$ cat src/common/tw8_pkg.sv
// package: register map, field layout and mode encodings of the 8-bit timer waveform control
package tw8_pkg;

	// ------------------------------------------------------------
	// register byte addresses (axi4-lite, one word each)
	// ------------------------------------------------------------
	localparam logic [7:0] TW8_OFF_CTRL_A = 8'h00;
	localparam logic [7:0] TW8_OFF_CTRL_B = 8'h04;
	localparam logic [7:0] TW8_OFF_CMP_A = 8'h08;
	localparam logic [7:0] TW8_OFF_CMP_B = 8'h0C;
	localparam logic [7:0] TW8_OFF_COUNT = 8'h10;
	localparam logic [7:0] TW8_OFF_STATUS = 8'h14;
	localparam logic [7:0] TW8_OFF_PORT = 8'h18;

	// ------------------------------------------------------------
	// field positions and reset values
	// ------------------------------------------------------------
	localparam int TW8_CA_ACT_A_LSB = 6;
	localparam int TW8_CA_ACT_B_LSB = 4;
	localparam int TW8_CA_WAVE_LSB = 0;
	localparam int TW8_CB_TOP_BIT = 3;
	localparam int TW8_CB_CLKEN_BIT = 0;
	localparam logic [7:0] TW8_CA_WMASK = 8'hF3;
	localparam logic [7:0] TW8_CB_WMASK = 8'h09;
	localparam logic [7:0] TW8_CTRL_RESET = 8'h00;
	localparam logic [7:0] TW8_MAX = 8'hFF;
	localparam logic [7:0] TW8_BOTTOM = 8'h00;
	localparam logic [1:0] TW8_RESP_OKAY = 2'b00;
	localparam logic [1:0] TW8_RESP_SLVERR = 2'b10;

	// ------------------------------------------------------------
	// types
	// ------------------------------------------------------------
	typedef enum logic [2:0] {
		TW8_WM_NORMAL = 3'b000,
		TW8_WM_PC_FF = 3'b001,
		TW8_WM_CLR_MATCH = 3'b010,
		TW8_WM_FAST_FF = 3'b011,
		TW8_WM_RES4 = 3'b100,
		TW8_WM_PC_CMPA = 3'b101,
		TW8_WM_RES6 = 3'b110,
		TW8_WM_FAST_CMPA = 3'b111
	} tw8_wave_mode_e;

	typedef enum logic [1:0] {
		TW8_KIND_NONPWM = 2'b00,
		TW8_KIND_FAST = 2'b01,
		TW8_KIND_PHASE = 2'b10,
		TW8_KIND_RES = 2'b11
	} tw8_kind_e;

	typedef struct packed {
		logic level;
		logic connect;
		logic enable;
	} tw8_pin_s;

	typedef struct packed {
		logic overflow_flag;
		logic match_b;
		logic match_a;
	} tw8_evt_s;

endpackage : tw8_pkg

$ cat src/logic/tw8_wave_ctrl.sv
// design: 8-bit timer waveform mode control with axi4-lite register slave
// ------------------------------------------------------------
// What this block does
// - nonzero channel a action routes output to pin, except 01 in pwm with top bit clear and any action in reserved modes
// - pin driver enabled only with direction bit set
// - non-pwm a: off, toggle, clear, set on match
// - fast pwm a: clear/set at match/bottom, 01 by top
// - fast pwm compare equals top: act at bottom
// - phase pwm a equals top: act at top
// - phase pwm a: clear up, set down, or reverse
// - non-pwm b uses same encoding as a
// - fast pwm b: 01 reserved, 10/11 as a
// - phase pwm b: 01 reserved, up/down actions
// - nonzero channel b action routes output to pin, except 01 in pwm modes and any action in reserved modes
// - control a bits 3 and 2 read as zero
// - mode from two low bits plus top bit
// - decode modes, top 0xff or compare a
// - compare buffer update immediate, top or bottom
// - overflow flag at max, bottom or top
// - phase pwm b equals top: act at top
// - each compare value matched against counter continuously
// ------------------------------------------------------------
`timescale 1ns/1ps
module tw8_wave_ctrl (
	input wire logic aclk,
	input wire logic aresetn,
	input wire logic [7:0] s_axi_awaddr,
	input wire logic s_axi_awvalid,
	output logic s_axi_awready,
	input wire logic [31:0] s_axi_wdata,
	input wire logic [3:0] s_axi_wstrb,
	input wire logic s_axi_wvalid,
	output logic s_axi_wready,
	output logic [1:0] s_axi_bresp,
	output logic s_axi_bvalid,
	input wire logic s_axi_bready,
	input wire logic [7:0] s_axi_araddr,
	input wire logic s_axi_arvalid,
	output logic s_axi_arready,
	output logic [31:0] s_axi_rdata,
	output logic [1:0] s_axi_rresp,
	output logic s_axi_rvalid,
	input wire logic s_axi_rready,
	input wire logic count_tick,
	output tw8_pkg::tw8_pin_s pin_a,
	output tw8_pkg::tw8_pin_s pin_b,
	output tw8_pkg::tw8_evt_s events
);
	import tw8_pkg::*;

	// ------------------------------------------------------------
	// register state
	// ------------------------------------------------------------
	logic [7:0] ctrl_a_q, ctrl_b_q, cmp_a_q, cmp_b_q, buf_a_q, buf_b_q, count_q, port_q;
	logic [2:0] flags_q;
	logic dir_up_q, oc_a_q, oc_b_q;
	logic aw_q, w_q, bvalid_q, rvalid_q;
	logic [7:0] awaddr_q;
	logic [31:0] wdata_q, rdata_q;
	logic [3:0] wstrb_q;
	logic [1:0] bresp_q, rresp_q;

	// ------------------------------------------------------------
	// mode decode
	// ------------------------------------------------------------
	wire [1:0] chan_a_output_action = ctrl_a_q[TW8_CA_ACT_A_LSB +: 2];
	wire [1:0] chan_b_output_action = ctrl_a_q[TW8_CA_ACT_B_LSB +: 2];
	wire chan_a_action_high = chan_a_output_action[1];
	wire chan_b_action_high = chan_b_output_action[1];
	wire waveform_mode_top_bit = ctrl_b_q[TW8_CB_TOP_BIT];
	wire [1:0] waveform_mode_low = ctrl_a_q[TW8_CA_WAVE_LSB +: 2];
	tw8_wave_mode_e waveform_mode_sel;
	assign waveform_mode_sel = tw8_wave_mode_e'({waveform_mode_top_bit, waveform_mode_low});
	wire is_normal = (waveform_mode_sel == TW8_WM_NORMAL);
	wire is_clr_match = (waveform_mode_sel == TW8_WM_CLR_MATCH);
	wire is_fast = (waveform_mode_sel == TW8_WM_FAST_FF) || (waveform_mode_sel == TW8_WM_FAST_CMPA);
	wire is_phase = (waveform_mode_sel == TW8_WM_PC_FF) || (waveform_mode_sel == TW8_WM_PC_CMPA);
	wire is_res = (waveform_mode_sel == TW8_WM_RES4) || (waveform_mode_sel == TW8_WM_RES6);
	wire top_from_a = is_clr_match || waveform_mode_sel[2];
	wire [7:0] top_val = top_from_a ? cmp_a_q : TW8_MAX;
	wire run = ctrl_b_q[TW8_CB_CLKEN_BIT] && count_tick && !is_res;

	// counter datapath is minimal: only what the waveform decode needs
	wire at_top = (count_q == top_val);
	wire at_bottom = (count_q == TW8_BOTTOM);
	wire at_max = (count_q == TW8_MAX);
	wire match_a = (count_q == cmp_a_q);
	wire match_b = (count_q == cmp_b_q);
	wire turn_down = is_phase && dir_up_q && at_top;
	wire turn_up = is_phase && !dir_up_q && at_bottom;
	wire cnt_up = is_phase ? ((dir_up_q && !at_top) || turn_up) : 1'b1;
	wire wrap = (is_clr_match || is_fast || is_normal) && at_top;
	wire [7:0] count_d = wrap ? TW8_BOTTOM : (cnt_up ? count_q + 8'h01 : count_q - 8'h01);

	// buffered compare load point
	wire load_cmp = (is_normal || is_clr_match) ? 1'b1 : (is_phase ? at_top : (is_fast ? wrap : 1'b0));
	wire ovf = ((is_normal || is_clr_match || waveform_mode_sel == TW8_WM_FAST_FF) && at_max)
		|| (is_phase && at_bottom)
		|| ((waveform_mode_sel == TW8_WM_FAST_CMPA) && at_top);

	// ------------------------------------------------------------
	// compare output action per channel
	// ------------------------------------------------------------
	// 2'b01 in pwm: channel a toggles only with top bit, channel b reserved
	wire a_tog_ok = !(is_fast || is_phase) || waveform_mode_top_bit;
	wire b_tog_ok = !(is_fast || is_phase);
	wire con_a = (chan_a_output_action != 2'b00) && !is_res && (chan_a_action_high || a_tog_ok);
	wire con_b = (chan_b_output_action != 2'b00) && !is_res && (chan_b_action_high || b_tog_ok);

	function automatic logic next_oc(
		input logic cur,
		input logic [1:0] act,
		input logic hit,
		input logic cmp_is_top
	);
		logic r;
		r = cur;
		if (act == 2'b01) begin
			if (hit) begin
				r = !cur;
			end
		end else if (act[1]) begin
			if (is_fast) begin
				if (hit && !cmp_is_top) begin
					r = act[0];
				end
				if (at_bottom) begin
					r = !act[0];
				end
			end else if (is_phase) begin
				if (cmp_is_top) begin
					if (at_top) begin
						r = dir_up_q ? !act[0] : act[0];
					end
				end else if (hit) begin
					r = (dir_up_q ^ turn_up) ? act[0] : !act[0];
				end
			end else if (hit) begin
				r = act[0];
			end
		end
		return r;
	endfunction : next_oc

	wire a_eq_top = (cmp_a_q == top_val);
	wire b_eq_top = (cmp_b_q == top_val);
	wire oc_a_d = next_oc(oc_a_q, chan_a_output_action, match_a, a_eq_top && chan_a_action_high);
	wire oc_b_d = next_oc(oc_b_q, chan_b_output_action, match_b, b_eq_top && chan_b_action_high);

	// ------------------------------------------------------------
	// axi4-lite decode
	// ------------------------------------------------------------
	wire aw_take = s_axi_awvalid && s_axi_awready;
	wire w_take = s_axi_wvalid && s_axi_wready;
	wire do_write = aw_q && w_q && !bvalid_q;
	wire ar_take = s_axi_arvalid && s_axi_arready;
	wire wr_lane0 = do_write && wstrb_q[0];
	wire wr_ca = wr_lane0 && (awaddr_q == TW8_OFF_CTRL_A);
	wire wr_cb = wr_lane0 && (awaddr_q == TW8_OFF_CTRL_B);
	wire wr_cmpa = wr_lane0 && (awaddr_q == TW8_OFF_CMP_A);
	wire wr_cmpb = wr_lane0 && (awaddr_q == TW8_OFF_CMP_B);
	wire wr_cnt = wr_lane0 && (awaddr_q == TW8_OFF_COUNT);
	wire wr_stat = wr_lane0 && (awaddr_q == TW8_OFF_STATUS);
	wire wr_port = wr_lane0 && (awaddr_q == TW8_OFF_PORT);
	wire wr_known = (awaddr_q == TW8_OFF_CTRL_A) || (awaddr_q == TW8_OFF_CTRL_B) || (awaddr_q == TW8_OFF_CMP_A)
		|| (awaddr_q == TW8_OFF_CMP_B) || (awaddr_q == TW8_OFF_COUNT) || (awaddr_q == TW8_OFF_STATUS)
		|| (awaddr_q == TW8_OFF_PORT);

	logic [7:0] rd_byte;
	logic rd_ok;
	always_comb begin
		rd_ok = 1'b1;
		case (s_axi_araddr)
			TW8_OFF_CTRL_A: rd_byte = ctrl_a_q & TW8_CA_WMASK;
			TW8_OFF_CTRL_B: rd_byte = ctrl_b_q & TW8_CB_WMASK;
			TW8_OFF_CMP_A: rd_byte = buf_a_q;
			TW8_OFF_CMP_B: rd_byte = buf_b_q;
			TW8_OFF_COUNT: rd_byte = count_q;
			TW8_OFF_STATUS: rd_byte = {1'b0, oc_b_q, oc_a_q, dir_up_q, 1'b0, flags_q};
			TW8_OFF_PORT: rd_byte = port_q;
			default: begin
				rd_byte = 8'h00;
				rd_ok = 1'b0;
			end
		endcase
	end

	assign s_axi_awready = !aw_q && !bvalid_q;
	assign s_axi_wready = !w_q && !bvalid_q;
	assign s_axi_arready = !rvalid_q;
	assign s_axi_bvalid = bvalid_q;
	assign s_axi_bresp = bresp_q;
	assign s_axi_rvalid = rvalid_q;
	assign s_axi_rdata = rdata_q;
	assign s_axi_rresp = rresp_q;

	// ------------------------------------------------------------
	// bus handshake
	// ------------------------------------------------------------
	always_ff @(posedge aclk) begin
		if (!aresetn) begin
			aw_q <= 1'b0;
			w_q <= 1'b0;
			bvalid_q <= 1'b0;
			rvalid_q <= 1'b0;
			awaddr_q <= 8'h00;
			wdata_q <= 32'h0000_0000;
			wstrb_q <= 4'h0;
			bresp_q <= TW8_RESP_OKAY;
			rdata_q <= 32'h0000_0000;
			rresp_q <= TW8_RESP_OKAY;
		end else begin
			if (aw_take) begin
				aw_q <= 1'b1;
				awaddr_q <= s_axi_awaddr;
			end
			if (w_take) begin
				w_q <= 1'b1;
				wdata_q <= s_axi_wdata;
				wstrb_q <= s_axi_wstrb;
			end
			if (do_write) begin
				aw_q <= 1'b0;
				w_q <= 1'b0;
				bvalid_q <= 1'b1;
				bresp_q <= wr_known ? TW8_RESP_OKAY : TW8_RESP_SLVERR;
			end else if (bvalid_q && s_axi_bready) begin
				bvalid_q <= 1'b0;
			end
			if (ar_take) begin
				rvalid_q <= 1'b1;
				rdata_q <= {24'h00_0000, rd_byte};
				rresp_q <= rd_ok ? TW8_RESP_OKAY : TW8_RESP_SLVERR;
			end else if (rvalid_q && s_axi_rready) begin
				rvalid_q <= 1'b0;
			end
		end
	end

	// ------------------------------------------------------------
	// control, compare and waveform state
	// ------------------------------------------------------------
	always_ff @(posedge aclk) begin
		if (!aresetn) begin
			ctrl_a_q <= TW8_CTRL_RESET;
			ctrl_b_q <= TW8_CTRL_RESET;
			cmp_a_q <= 8'h00;
			cmp_b_q <= 8'h00;
			buf_a_q <= 8'h00;
			buf_b_q <= 8'h00;
			count_q <= 8'h00;
			port_q <= 8'h00;
			flags_q <= 3'b000;
			dir_up_q <= 1'b1;
			oc_a_q <= 1'b0;
			oc_b_q <= 1'b0;
		end else begin
			if (wr_ca) ctrl_a_q <= wdata_q[7:0] & TW8_CA_WMASK;
			if (wr_cb) ctrl_b_q <= wdata_q[7:0] & TW8_CB_WMASK;
			if (wr_cmpa) buf_a_q <= wdata_q[7:0];
			if (wr_cmpb) buf_b_q <= wdata_q[7:0];
			if (wr_port) port_q <= wdata_q[7:0];
			// immediate modes track the buffer even while stopped
			if ((is_normal || is_clr_match) || (run && load_cmp)) begin
				cmp_a_q <= buf_a_q;
				cmp_b_q <= buf_b_q;
			end
			if (wr_cnt) begin
				count_q <= wdata_q[7:0];
			end else if (run) begin
				count_q <= count_d;
				if (turn_down) dir_up_q <= 1'b0;
				if (turn_up) dir_up_q <= 1'b1;
				oc_a_q <= oc_a_d;
				oc_b_q <= oc_b_d;
			end
			if (!is_phase) dir_up_q <= 1'b1;
			// set wins over a write-one clear in the same cycle
			flags_q <= (flags_q & ~(wr_stat ? wdata_q[2:0] : 3'b000))
				| (run ? {match_b, match_a, ovf} : 3'b000);
		end
	end

	// ------------------------------------------------------------
	// pin outputs
	// ------------------------------------------------------------
	assign pin_a.connect = con_a;
	assign pin_a.level = con_a ? oc_a_q : port_q[0];
	assign pin_a.enable = port_q[4];
	assign pin_b.connect = con_b;
	assign pin_b.level = con_b ? oc_b_q : port_q[1];
	assign pin_b.enable = port_q[5];
	assign events.overflow_flag = flags_q[0];
	assign events.match_a = flags_q[1];
	assign events.match_b = flags_q[2];

endmodule : tw8_wave_ctrl

$ cat config.mk
export PLATFORM = sky130hd
export DESIGN_NAME = tw8_wave_ctrl
export DESIGN_NICKNAME = d
export VERILOG_FILES = /design/src/common/tw8_pkg.sv /design/src/logic/tw8_wave_ctrl.sv
export SDC_FILE = /design/constraint.sdc
export NUM_CORES = 1
export LEC_CHECK = 0
export ABC_AREA = 1
export BUFFER_PORTS_ARGS = -buffer_cell sky130_fd_sc_hd__buf_2
export CAP_MARGIN = 15
export CORE_MARGIN = 2
export CORE_UTILIZATION = 45
export DETAILED_ROUTE_END_ITERATION = 6
export PLACE_DENSITY_LB_ADDON = 0.3
export SLEW_MARGIN = 10
export SYNTH_ARGS = -nofsm -noshare
export SYNTH_HDL_FRONTEND = slang
export SYNTH_SLANG_ARGS = --single-unit
$ cat constraint.sdc
create_clock -name aclk -period 3.4 [get_ports aclk]
set_input_delay 0.68 -clock aclk [delete_from_list [all_inputs] [get_ports aclk]]
set_output_delay 0.68 -clock aclk [all_outputs]
set_load 0.03 [all_outputs]
* After elaboration in Yosys (flattened, before gate mapping)
Index checks and enable logic that the tools add are counted.
Word-level totals: bits in registers 95
Cells by class: bitwise operators 6, equality and inequality tests 33, $add $sub $neg 2, mux-type cells 49, reduce and logical (&&, ||, !) cells 95
Operators with widths (count):
- $pmux 8 s7 | 1
- $eq 8x5->1 const B | 6
- $eq 8x8->1 | 5
- $mux 8 | 5
- $mux 1 | 39
- $logic_and 1x1->1 | 37
- $eq 8x4->1 const B | 4
- $logic_not 8->1 | 3
- $logic_or 1x1->1 | 22
- $eq 8x3->1 const B | 2
- $reduce_and 8->1 | 2
- $reduce_bool 2->1 | 8
- $logic_not 1->1 | 14
- $eq 3x3->1 const B | 4
- $reduce_bool 3->1 | 4
- $ne 5x4->1 const B | 2
- $add 8x1->8 const B | 1
- $eq 8x8->1 const B | 1
- $ne 4x1->1 const B | 2
- $sub 8x1->8 const B | 1
- $reduce_or 7->1 | 1
- $eq 3x2->1 const B | 2
- $mux 3 | 2
- $eq 2x1->1 const B | 2
- other kinds (12) | 15

* Logic depth before layout (Yosys ltp)
Gate-level depths: netlist of run 1.
depth after elaboration 12, depth in mapped cells 23, gate-level depth less buffers 22

* Least setup slack after synthesis of run 1
Ideal clock, no wire load.
path kind flip-flop to flip-flop, from register ctrl_a_q[0], to register count_q[6], path slack 0.709 ns, cell stages (with the launch flop) 24, period minus slack after synthesis 2.691 ns, data arrival time 2.621 ns, path buffers 2, cells stage by stage dfxtp_1 buf_6 inv_4 nand2_4 nand2_4 buf_8 nand2_1 nand2_1 nand4_1 nor2_1 nand2_2 nand2_1 nand2_1 inv_1 ha_1 a21o_1 a31oi_1 inv_1 nand2_1 nand2_1 a21oi_1 xnor2_1 nand2_1 a21oi_1
On the way: longest elaborated chain between the ends 12, elaborated cells on any way between the ends 30
Ends and longest elaborated chain:
- from (decl) | RTL line tw8_wave_ctrl.sv:54 | logic [7:0] ctrl_a_q, ctrl_b_q, cmp_a_q, cmp_b_q, buf_a_q, buf_b_q, count_q, port_q;
- from (signal assigned) | RTL line tw8_wave_ctrl.sv:258 | if (wr_ca) ctrl_a_q <= wdata_q[7:0] & TW8_CA_WMASK;
- $eq 3x2->1 | RTL line tw8_wave_ctrl.sv:75 | wire is_clr_match = (waveform_mode_sel == TW8_WM_CLR_MATCH);
- $logic_or 1x1->1 | RTL line tw8_wave_ctrl.sv:79 | wire top_from_a = is_clr_match || waveform_mode_sel[2];
- $mux 8 | RTL line tw8_wave_ctrl.sv:80 | wire [7:0] top_val = top_from_a ? cmp_a_q : TW8_MAX;
- $eq 8x8->1 | RTL line tw8_wave_ctrl.sv:84 | wire at_top = (count_q == top_val);
- $logic_not 1->1 | RTL line tw8_wave_ctrl.sv:91 | wire cnt_up = is_phase ? ((dir_up_q && !at_top) || turn_up) : 1'b1;
- $logic_and 1x1->1 | RTL line tw8_wave_ctrl.sv:91
- $logic_or 1x1->1 | RTL line tw8_wave_ctrl.sv:91
- $mux 1 | RTL line tw8_wave_ctrl.sv:91
- $mux 8 (2 in a row) | RTL line tw8_wave_ctrl.sv:93 | wire [7:0] count_d = wrap ? TW8_BOTTOM : (cnt_up ? count_q + 8'h01 : count_q - 8'h01);
- $mux 8 | RTL line tw8_wave_ctrl.sv:270 | end else if (run) begin
- $mux 8 | RTL line tw8_wave_ctrl.sv:268 | if (wr_cnt) begin
- to (signal assigned) | RTL line tw8_wave_ctrl.sv:269 | count_q <= wdata_q[7:0];
- to (signal assigned) | RTL line tw8_wave_ctrl.sv:271 | count_q <= count_d;
- to (decl) | RTL line tw8_wave_ctrl.sv:54
Several ways; a longest one is shown, not always the timed one. The select of a mux whose other input is x is not followed. A chain may end at the register's enable or synchronous reset.

* Final worst setup path of run 1
from register count_q[7], to register count_q[6]
On the way: longest elaborated chain between the ends 9, elaborated cells on any way between the ends 12
Ends and longest elaborated chain (RTL line):
- $eq 8x8->1 | tw8_wave_ctrl.sv:84
- $logic_not 1->1 | tw8_wave_ctrl.sv:91
- $logic_and 1x1->1 | tw8_wave_ctrl.sv:91
- $logic_or 1x1->1 | tw8_wave_ctrl.sv:91
- $mux 1 | tw8_wave_ctrl.sv:91
- $mux 8 | tw8_wave_ctrl.sv:93
- $mux 8 (*) | tw8_wave_ctrl.sv:93
- $mux 8 (*) | tw8_wave_ctrl.sv:270
- $mux 8 (*) | tw8_wave_ctrl.sv:268
Mark *: on every way between the ends. The rest lies on a longest branch, timed or not. The select of a mux whose other input is x is not followed.

==> results.rst, run 1 <==
.. list-table::
   :header-rows: 1

   * - Metric
     - Value
   * - Ratio of total power to cell area
     - 406 nW/um^2
   * - Type of element capturing the critical path
     - flop
   * - Headroom to the max-slew limit
     - ~43%
   * - Number of antenna violations at the first check in global routing
     - 0
   * - Area growth syn-to-layout
     - 12.2%
   * - Layout fillers
     - 1167
   * - Detailed-route vias per instance
     - between 5 and 6
   * - Top cell type by total area after synthesis
     - sky130_fd_sc_hd__dfxtp_1
   * - Dpl hpwl
     - 11300 microns
   * - Placed Instance Area
     - 5550 sq um
   * - Design area
     - 5850 sq um
   * - Start-to-end type of the worst setup path
     - reg -> reg
   * - Worst endpoint data arrival time
     - 3.35 ns
   * - Number of clock buffers inserted by TritonCTS
     - 9
   * - Width of the chip
     - 112 microns
   * - Top-area cell type share of the netlist area
     - 35.7%
   * - Placer's final routability congestion estimate
     - 0.980
   * - Most frequent cell after synthesis
     - sky130_fd_sc_hd__nand2_1
   * - Logic pwr share
     - 9.5%
   * - Flop and latch count out of synthesis
     - 93
   * - Number of core rows
     - 39
   * - Initial DRC Count
     - 402
   * - Number of setup violations in the final report
     - 0
   * - Total power after layout
     - 2.37 mW
   * - Number of instances in the synthesized netlist
     - 770
   * - Switch Pwr
     - 0.684 mW
   * - Antenna Diode Count
     - 0
   * - Post-Synth Simple-Gate Area
     - between 20% and 30%
   * - Max-Cap Viols
     - 0
   * - Number of primary I/O pins
     - 110
   * - Level count of the clock H-tree
     - 3
   * - Worst vdd ir
     - ~0.33 mV
   * - Run status
     - finished clean
   * - Final TNS setup
     - 0 ns
   * - CTS Buffer Depth
     - 2
   * - Antenna violation net count after detailed routing
     - 0
   * - GR Util All Layers
     - 24.3%
   * - Initial cell density of the core
     - 45.9%
   * - Synth unique cells
     - between 40 and 50
   * - Maximum number of pins on one net before global-route repair
     - 34
   * - Critical Path Slowest Stage Cell
     - sky130_fd_sc_hd__dfxtp_1
   * - Worst setup skew after layout
     - 0.0123 ns
   * - Mean routed wirelength per cell
     - 15.2 microns
   * - Data required time of the worst path
     - between 3 and 4 ns
   * - Worst Reg2Reg Path Length in Cells
     - 18
   * - Switching fraction of total power
     - 28.8%
   * - Hold Violations, Final
     - 0
   * - Register-to-register setup slack
     - around 0.34 ns
   * - Compound-cell area share of the yosys netlist
     - 22.8%
   * - Ordered list of cells on the worst path
     - inv_1, nand4_1, nor2_1, nand2_1, nor2_1, nor2_1, nand2_1, inv_2, ha_1, a21o_1, a31oi_1, inv_1, nand2_1, nand2_1, a21oi_1, xnor2_1, nand2_1, a21oi_1
   * - Dominant synthesized flop cell
     - sky130_fd_sc_hd__dfxtp_1
   * - Final Cycle Share
     - 90.0%
   * - Ranking of synthesized cells by instance count
     - sky130_fd_sc_hd__nand2_1, sky130_fd_sc_hd__inv_1, sky130_fd_sc_hd__dfxtp_1
   * - Unrepaired setup endpoints after global routing
     - false
   * - Die Y-Extent
     - 112 microns
   * - Final-stage net count
     - 895
   * - Max Slew Vio Count
     - 0
   * - Area of the core region
     - 11400 sq um
   * - Total routed wirelength
     - 14900 microns
   * - Share of the yosys chip area belonging to registers
     - 35.7%
   * - Static leakage power
     - 2.63 nW
   * - Worst setup endpoint
     - count_q[6]
   * - Clock latency reported for the late side of the worst-skew pair
     - 0.36 ns
   * - Global-route wire length before repair
     - 24000 microns
   * - Warning count from the yosys run
     - 0
   * - Maximum fanout count along the critical path
     - 8
   * - Crit path largest cell delay
     - 0.35 ns
   * - Arithmetic-cell share of the synthesized area counting full adders, half adders and majority gates
     - 1.82%
   * - Internal Pwr Total
     - approximately 1.7 mW
   * - Worst reg2reg path startpoint
     - count_q[7]
   * - Overflow left after global routing
     - 0
   * - Dominant combinational cell family by area after synthesis
     - simple AND/OR/NAND/NOR gates
   * - TritonCTS clock tree
     - done
   * - Peak Freq
     - 327 MHz
   * - Worst r2r dst
     - count_q[6]
   * - Setup crit start
     - count_q[7]
   * - Number of flops mapped to enable cells by yosys
     - 0
   * - HP Class
     - reg -> reg
   * - Count of vias placed by the detailed router
     - roughly 5200
   * - Setup WS post-layout
     - 0.340 ns
   * - Clock Power Share
     - 43.0%
   * - Startpoint types
     - flop
   * - Clk sink count
     - 93
   * - Top post-synthesis cells by area
     - sky130_fd_sc_hd__dfxtp_1, sky130_fd_sc_hd__nand2_1, sky130_fd_sc_hd__a21oi_1, sky130_fd_sc_hd__o21ai_0, sky130_fd_sc_hd__inv_1
   * - Syn Std Cell Area
     - around 5200 sq um
   * - Clock root cell
     - sky130_fd_sc_hd__clkbuf_16
   * - Fraction of final layout cells sized beyond drive strength 1
     - between 10% and 20%
   * - Via count of the first global-routing pass
     - roughly 4600
   * - Die Footprint
     - 12500 sq um
   * - Top cell by count, worst path
     - sky130_fd_sc_hd__nand2_1
   * - Pre-Repair DR Iteration Count
     - 5
   * - Syn avg cell area
     - just under 7 sq um
   * - Clock period minus worst slack
     - 3.06 ns
   * - Share of synthesized area spent on multiplexers
     - 0%
   * - Clock-pin slew on the worst setup and hold paths
     - about 0.070 ns
   * - Worst Setup Slack post-DPL
     - between 0.2 and 0.3 ns
   * - Remaining routing DRC violations
     - 0
   * - Number of port buffers
     - 56
   * - Xor/xnor cell area share of the yosys netlist
     - 0.840%
   * - Async set-or-reset flop fraction in the synthesized netlist
     - 0%
   * - Seq pwr share
     - 47.5%
   * - Hold Path Cell Cnt
     - 2
   * - Transition at the pin with the smallest max-transition slack
     - 0.847 ns
## flip-flops by register name, summed over array words and instances (netlist names), 2 cells and up
signal	flops
ctrl_b_q	2
cmp_b_q	8
port_q	8
buf_b_q	8
s_axi_rdata	8
count_q	8
awaddr_q	8
ctrl_a_q	6
flags_q	3
cmp_a_q	8
wdata_q	8
buf_a_q	8
## what timing repair did
| item | in CTS | in global routing |
|---|---|---|
| endpoints found under the setup margin | 0 | 1 |
| resized for setup | 0 | 1 |
| hold buffers | 0 | 0 |
| setup buffers | 0 | 0 |
## cells by family (layout without fill, tap and decap cells)
| logic type | count (synthesis) | in the layout |
|---|---|---|
| and+or+nand+nor | 292 | 292 |
| AOI/OAI and AO/OA | 217 | 217 |
| buffers and inverters | 155 | 193 |
| DFF | 93 | 93 |
| adders and majority gates | 7 | 7 |
| xor gates and xnor gates | 5 | 5 |
| other | 1 | 26 |
## layer usage
layer | vias to the layer above | share of wire (%) | track usage, %
met2 | 225 | 43 | 36.1
met5 | - | 0 | 0
met3 | 34 | 8.4 | 5.44
li1 | 2642 | - | -
met1 | 2266 | 46 | 34.9
met4 | 0 | 2.7 | 8.23
## cell type report
| class | instances | area, sq um | share of cell area [%] |
|---|---|---|---|
| Tap cell | 143 | 179 | 3.06 |
| Multi-Input combinational cell | 547 | 2700 | 46.2 |
| Sequential cell | 93 | 1860 | 31.8 |
| Inverter | 104 | 395 | 6.76 |
| Clock inverter | 7 | 75.1 | 1.28 |
| Clock buffer | 9 | 225 | 3.85 |
| Timing Repair Buffer | 73 | 408 | 6.97 |
## cell usage in the layout (no fill, tap or decap), drive strengths merged, types with 3 or more instances in the layout
cell type,count
a21oi,93
a221oi,4
a31oi,3
buf,73
clkbuf,9
clkinv,3
conb,26
dfxtp,93
ha,6
inv,107
nand2,158
nand3,44
nand4,16
nor2,56
nor3,12
o211ai,3
o21ai,85
o22ai,14
o31ai,5
or2,3
xor2,4
## worst min-delay path by stage
stage,startpoint,to,slack [ns]
finish,s_axi_rdata[1],s_axi_rdata[1],0.47
global route,s_axi_rdata[5],s_axi_rdata[5],0.49
CTS,s_axi_rdata[6],s_axi_rdata[6],0.47
detailed placement,s_axi_rdata[6],s_axi_rdata[6],0.46
global placement,s_axi_rdata[1],s_axi_rdata[1],0.45
floorplan,buf_a_q[7],cmp_a_q[7],0.44
## critical path: cells and delay by family, from the launching register on
family,cells,cell delay (ns)
simple gates,9,1.12
buf+inv,3,0.39
compound gates,4,0.67
flops,1,0.35
fa+ha+maj,1,0.35
xor+xnor,1,0.13
## power by group through the flow
stage / Clock, mW / Combinational (mW) / Sequential, mW
2_1_floorplan: 0 / 0.173 / 1.16
4_1_cts: 1.03 / 0.222 / 1.13
6_report: 1.02 / 0.224 / 1.13
3_5_place_dp: 0 / 0.222 / 1.15
3_3_place_gp: 0 / 0.220 / 1.15
5_1_grt: 1.08 / 0.246 / 1.13
## metrics by stage
step,util (%),cells,hold slack [ns]
3_3_place_gp,48.8,960,0.453
3_5_place_dp,48.8,960,0.456
2_1_floorplan,-,795,0.442
4_1_cts,51.4,976,0.467
5_1_grt,51.4,976,0.488
6_report,51.4,976,0.467
Note: power is estimated with default switching activity, not from simulation.
==> run 2: changes to the inputs <==
--- a/config.mk
+++ b/config.mk
@@ -7,9 +7,10 @@
 export LEC_CHECK = 0
 export ABC_AREA = 1
 export BUFFER_PORTS_ARGS = -buffer_cell sky130_fd_sc_hd__buf_2
-export CAP_MARGIN = 15
+export CAP_MARGIN = 20
 export CORE_MARGIN = 2
 export CORE_UTILIZATION = 45
+export CTS_BUF_LIST = sky130_fd_sc_hd__clkbuf_8
 export DETAILED_ROUTE_END_ITERATION = 6
 export PLACE_DENSITY_LB_ADDON = 0.3
 export SLEW_MARGIN = 10
==> run 2 against run 1 <==
Fmax up 2.7%. Sequential share of layout area up 0.58 points. Sequential power about the same. Final cell count unchanged. Via count down 0.72%. Global-route usage about the same. Largest power group unchanged.
==> results.rst, run 2 (synthesized netlist as in run 1, its figures left out) <==
.. list-table::
   :header-rows: 1

   * - Metric
     - Value
   * - Max-Cap Viols
     - 0
   * - Level count of the clock H-tree
     - 3
   * - Number of clock buffers inserted by TritonCTS
     - 9
   * - Detailed-route vias per instance
     - between 5 and 6
   * - Placer's final routability congestion estimate
     - 0.980
   * - Number of antenna violations at the first check in global routing
     - 0
   * - Hold Violations, Final
     - 0
   * - CTS Buffer Depth
     - 2
   * - Via count of the first global-routing pass
     - 4616
   * - Layout fillers
     - 1187
   * - Leading cell type in the layout, fill and taps excluded
     - sky130_fd_sc_hd__nand2_1
   * - Leading cell types in the layout, fill and taps excluded
     - sky130_fd_sc_hd__nand2_1, sky130_fd_sc_hd__inv_1, sky130_fd_sc_hd__dfxtp_1
   * - Critical Path Slowest Stage Cell
     - sky130_fd_sc_hd__dfxtp_1
   * - Clock latency reported for the late side of the worst-skew pair
     - ~0.4 ns
   * - Final TNS setup
     - 0 ns
   * - Clock period minus worst slack
     - 2.98 ns
   * - Crit path largest cell delay
     - between 0.3 and 0.4 ns
   * - Transition at the pin with the smallest max-transition slack
     - 0.851 ns
   * - Buffer count from post-CTS setup fixing
     - 0
   * - Overflow left after global routing
     - 0
   * - Number of setup violations in the final report
     - 0
   * - Worst hold slack
     - ~0.47 ns
   * - Worst r2r dst
     - count_q[6]
   * - GR Util All Layers
     - roughly 24%
   * - Type of element capturing the critical path
     - flop
   * - Peak Freq
     - 336 MHz
   * - TritonCTS clock tree
     - done
   * - Fraction of final layout cells sized beyond drive strength 1
     - 13.3%
   * - Headroom to the max-slew limit
     - between 40% and 50%
   * - Start-to-end type of the worst setup path
     - reg -> reg
   * - Maximum number of pins on one net before global-route repair
     - 34
   * - Count of vias placed by the detailed router
     - 5130
   * - Initial cell density of the core
     - 45.9%
   * - Run status
     - finished clean
   * - Register-to-register setup slack
     - between 0.4 and 0.5 ns
   * - Worst vdd ir
     - 0.314 mV
   * - Worst setup skew after layout
     - 0.0169 ns
   * - Number of primary I/O pins
     - 110
   * - Width of the chip
     - 112 microns
   * - Number of port buffers
     - 56
   * - Clock-pin slew on the worst setup and hold paths
     - 0.11 ns
   * - Total routed wirelength
     - 14800 microns
   * - Startpoint types
     - flop
   * - Worst Reg2Reg Path Length in Cells
     - 21
   * - HP Class
     - reg -> reg
   * - Static leakage power
     - 2.58 nW
   * - Antenna Diode Count
     - 0
   * - Dpl hpwl
     - roughly 11000 microns
   * - Worst reg2reg path startpoint
     - ctrl_a_q[0]
   * - Worst endpoint data arrival time
     - 3.30 ns
   * - Unrepaired setup endpoints after global routing
     - false
   * - Clk sink count
     - 93
   * - Final-stage net count
     - 895
   * - Worst Hold End
     - s_axi_rdata[1]
   * - Hold Path Cell Cnt
     - 2
   * - Final Cycle Share
     - 87.7%
   * - Area of the core region
     - 11400 sq um
   * - Initial DRC Count
     - 455
   * - Top cell by count, worst path
     - sky130_fd_sc_hd__nand2_1
   * - Clock root cell
     - sky130_fd_sc_hd__clkbuf_8
   * - Remaining routing DRC violations
     - 0
   * - Die Footprint
     - 12500 sq um
   * - Start point of the worst hold path
     - s_axi_rdata[1]
   * - Pre-Repair DR Iteration Count
     - 7
   * - Ratio of total power to cell area
     - 367 nW/um^2
   * - Area growth syn-to-layout
     - 10.2%
   * - Maximum fanout count along the critical path
     - 23
   * - Mean routed wirelength per cell
     - around 15 microns
   * - Data required time of the worst path
     - between 3 and 4 ns
   * - Global-route wire length before repair
     - about 24000 microns
   * - Number of core rows
     - 39
   * - Ordered list of cells on the worst path
     - inv_4, nand2_4, nand2_4, nand2_1, nand2_1, nand4_1, nor2_1, nand2_2, nand2_1, nand2_1, inv_2, ha_1, a21o_1, a31oi_1, inv_1, nand2_1, nand2_1, a21oi_1, xnor2_1, nand2_1, a21oi_1
   * - Max Slew Vio Count
     - 0
   * - Die Y-Extent
     - 112 microns
   * - Antenna violation net count after detailed routing
     - 0
==> run 2: cell types whose count changed in the layout (fill, tap and decap cells not counted) <==
cell	delta
sky130_fd_sc_hd__clkbuf_16	-9
sky130_fd_sc_hd__clkbuf_8	+9
sky130_fd_sc_hd__dfxtp_1	-1
sky130_fd_sc_hd__dfxtp_2	+1
sky130_fd_sc_hd__inv_1	-1
sky130_fd_sc_hd__inv_2	+1
==> run 2: where the power goes <==
group	internal (mW)	switching [mW]
Combinational	0.0514	0.173
Sequential	1.12	0.0127
Clock	0.291	0.464
Total	1.46	0.649
==> run 2: layout make-up <==
| cell class | count | area, sq um | share of cell area (%) |
|---|---|---|---|
| multi-input combinational | 547 | 2700 | 47.0 |
| tap | 143 | 179 | 3.11 |
| clock buffer | 9 | 124 | 2.15 |
| sequential | 93 | 1860 | 32.4 |
| inverter | 104 | 395 | 6.88 |
| timing repair buffer | 73 | 408 | 7.10 |
| clock inverter | 7 | 75.1 | 1.31 |
==> run 2: per-layer routing <==
| metal | up-vias | routed length (microns) | track usage [%] |
|---|---|---|---|
| met5 | - | 0 | 0 |
| li1 | 2634 | - | - |
| met2 | 220 | 6370 | 36.0 |
| met3 | 28 | 1290 | 5.23 |
| met1 | 2248 | 6780 | 34.9 |
| met4 | 0 | 345 | 8.31 |
==> run 2: worst max-delay path by stage <==
| stage | endpoint | start | cells after the start |
|---|---|---|---|
| floorplan | count_q[6] | ctrl_a_q[0] | 23 |
| global placement | count_q[6] | count_q[7] | 18 |
| detailed placement | count_q[6] | ctrl_a_q[1] | 20 |
| CTS | count_q[6] | ctrl_a_q[1] | 20 |
| global route | count_q[6] | ctrl_a_q[0] | 22 |
| finish | count_q[6] | ctrl_a_q[0] | 21 |
==> run 2: worst max-delay path, delay by kind of cell (launching register included) <==
kind            cells  cell delay, ns
xor+xnor            1            0.13
compound gates      4            0.66
simple gates       12            1.16
fa+ha+maj           1            0.30
flops               1            0.35
buf+inv             3            0.29
==> run 2: what timing repair did <==
| item | in CTS | in global routing |
|---|---|---|
| hold buffers | 0 | 0 |
| gates resized for setup | 0 | 3 |
| setup endpoints to repair | 0 | 1 |
==> run 2: stage by stage <==
| step | worst slack (ns) | power (mW) | util, % | area (sq um) | std cells |
|---|---|---|---|---|---|
| after floorplan | 0.709 | 1.33 | - | 5310 | 795 |
| after global placement | 0.317 | 1.37 | 48.8 | 5550 | 960 |
| after detailed placement | 0.298 | 1.38 | 48.8 | 5550 | 960 |
| after CTS | 0.265 | 2.12 | 50.5 | 5750 | 976 |
| after global routing | 0.0706 | 2.20 | 50.6 | 5750 | 976 |
| final | 0.420 | 2.11 | 50.6 | 5750 | 976 |
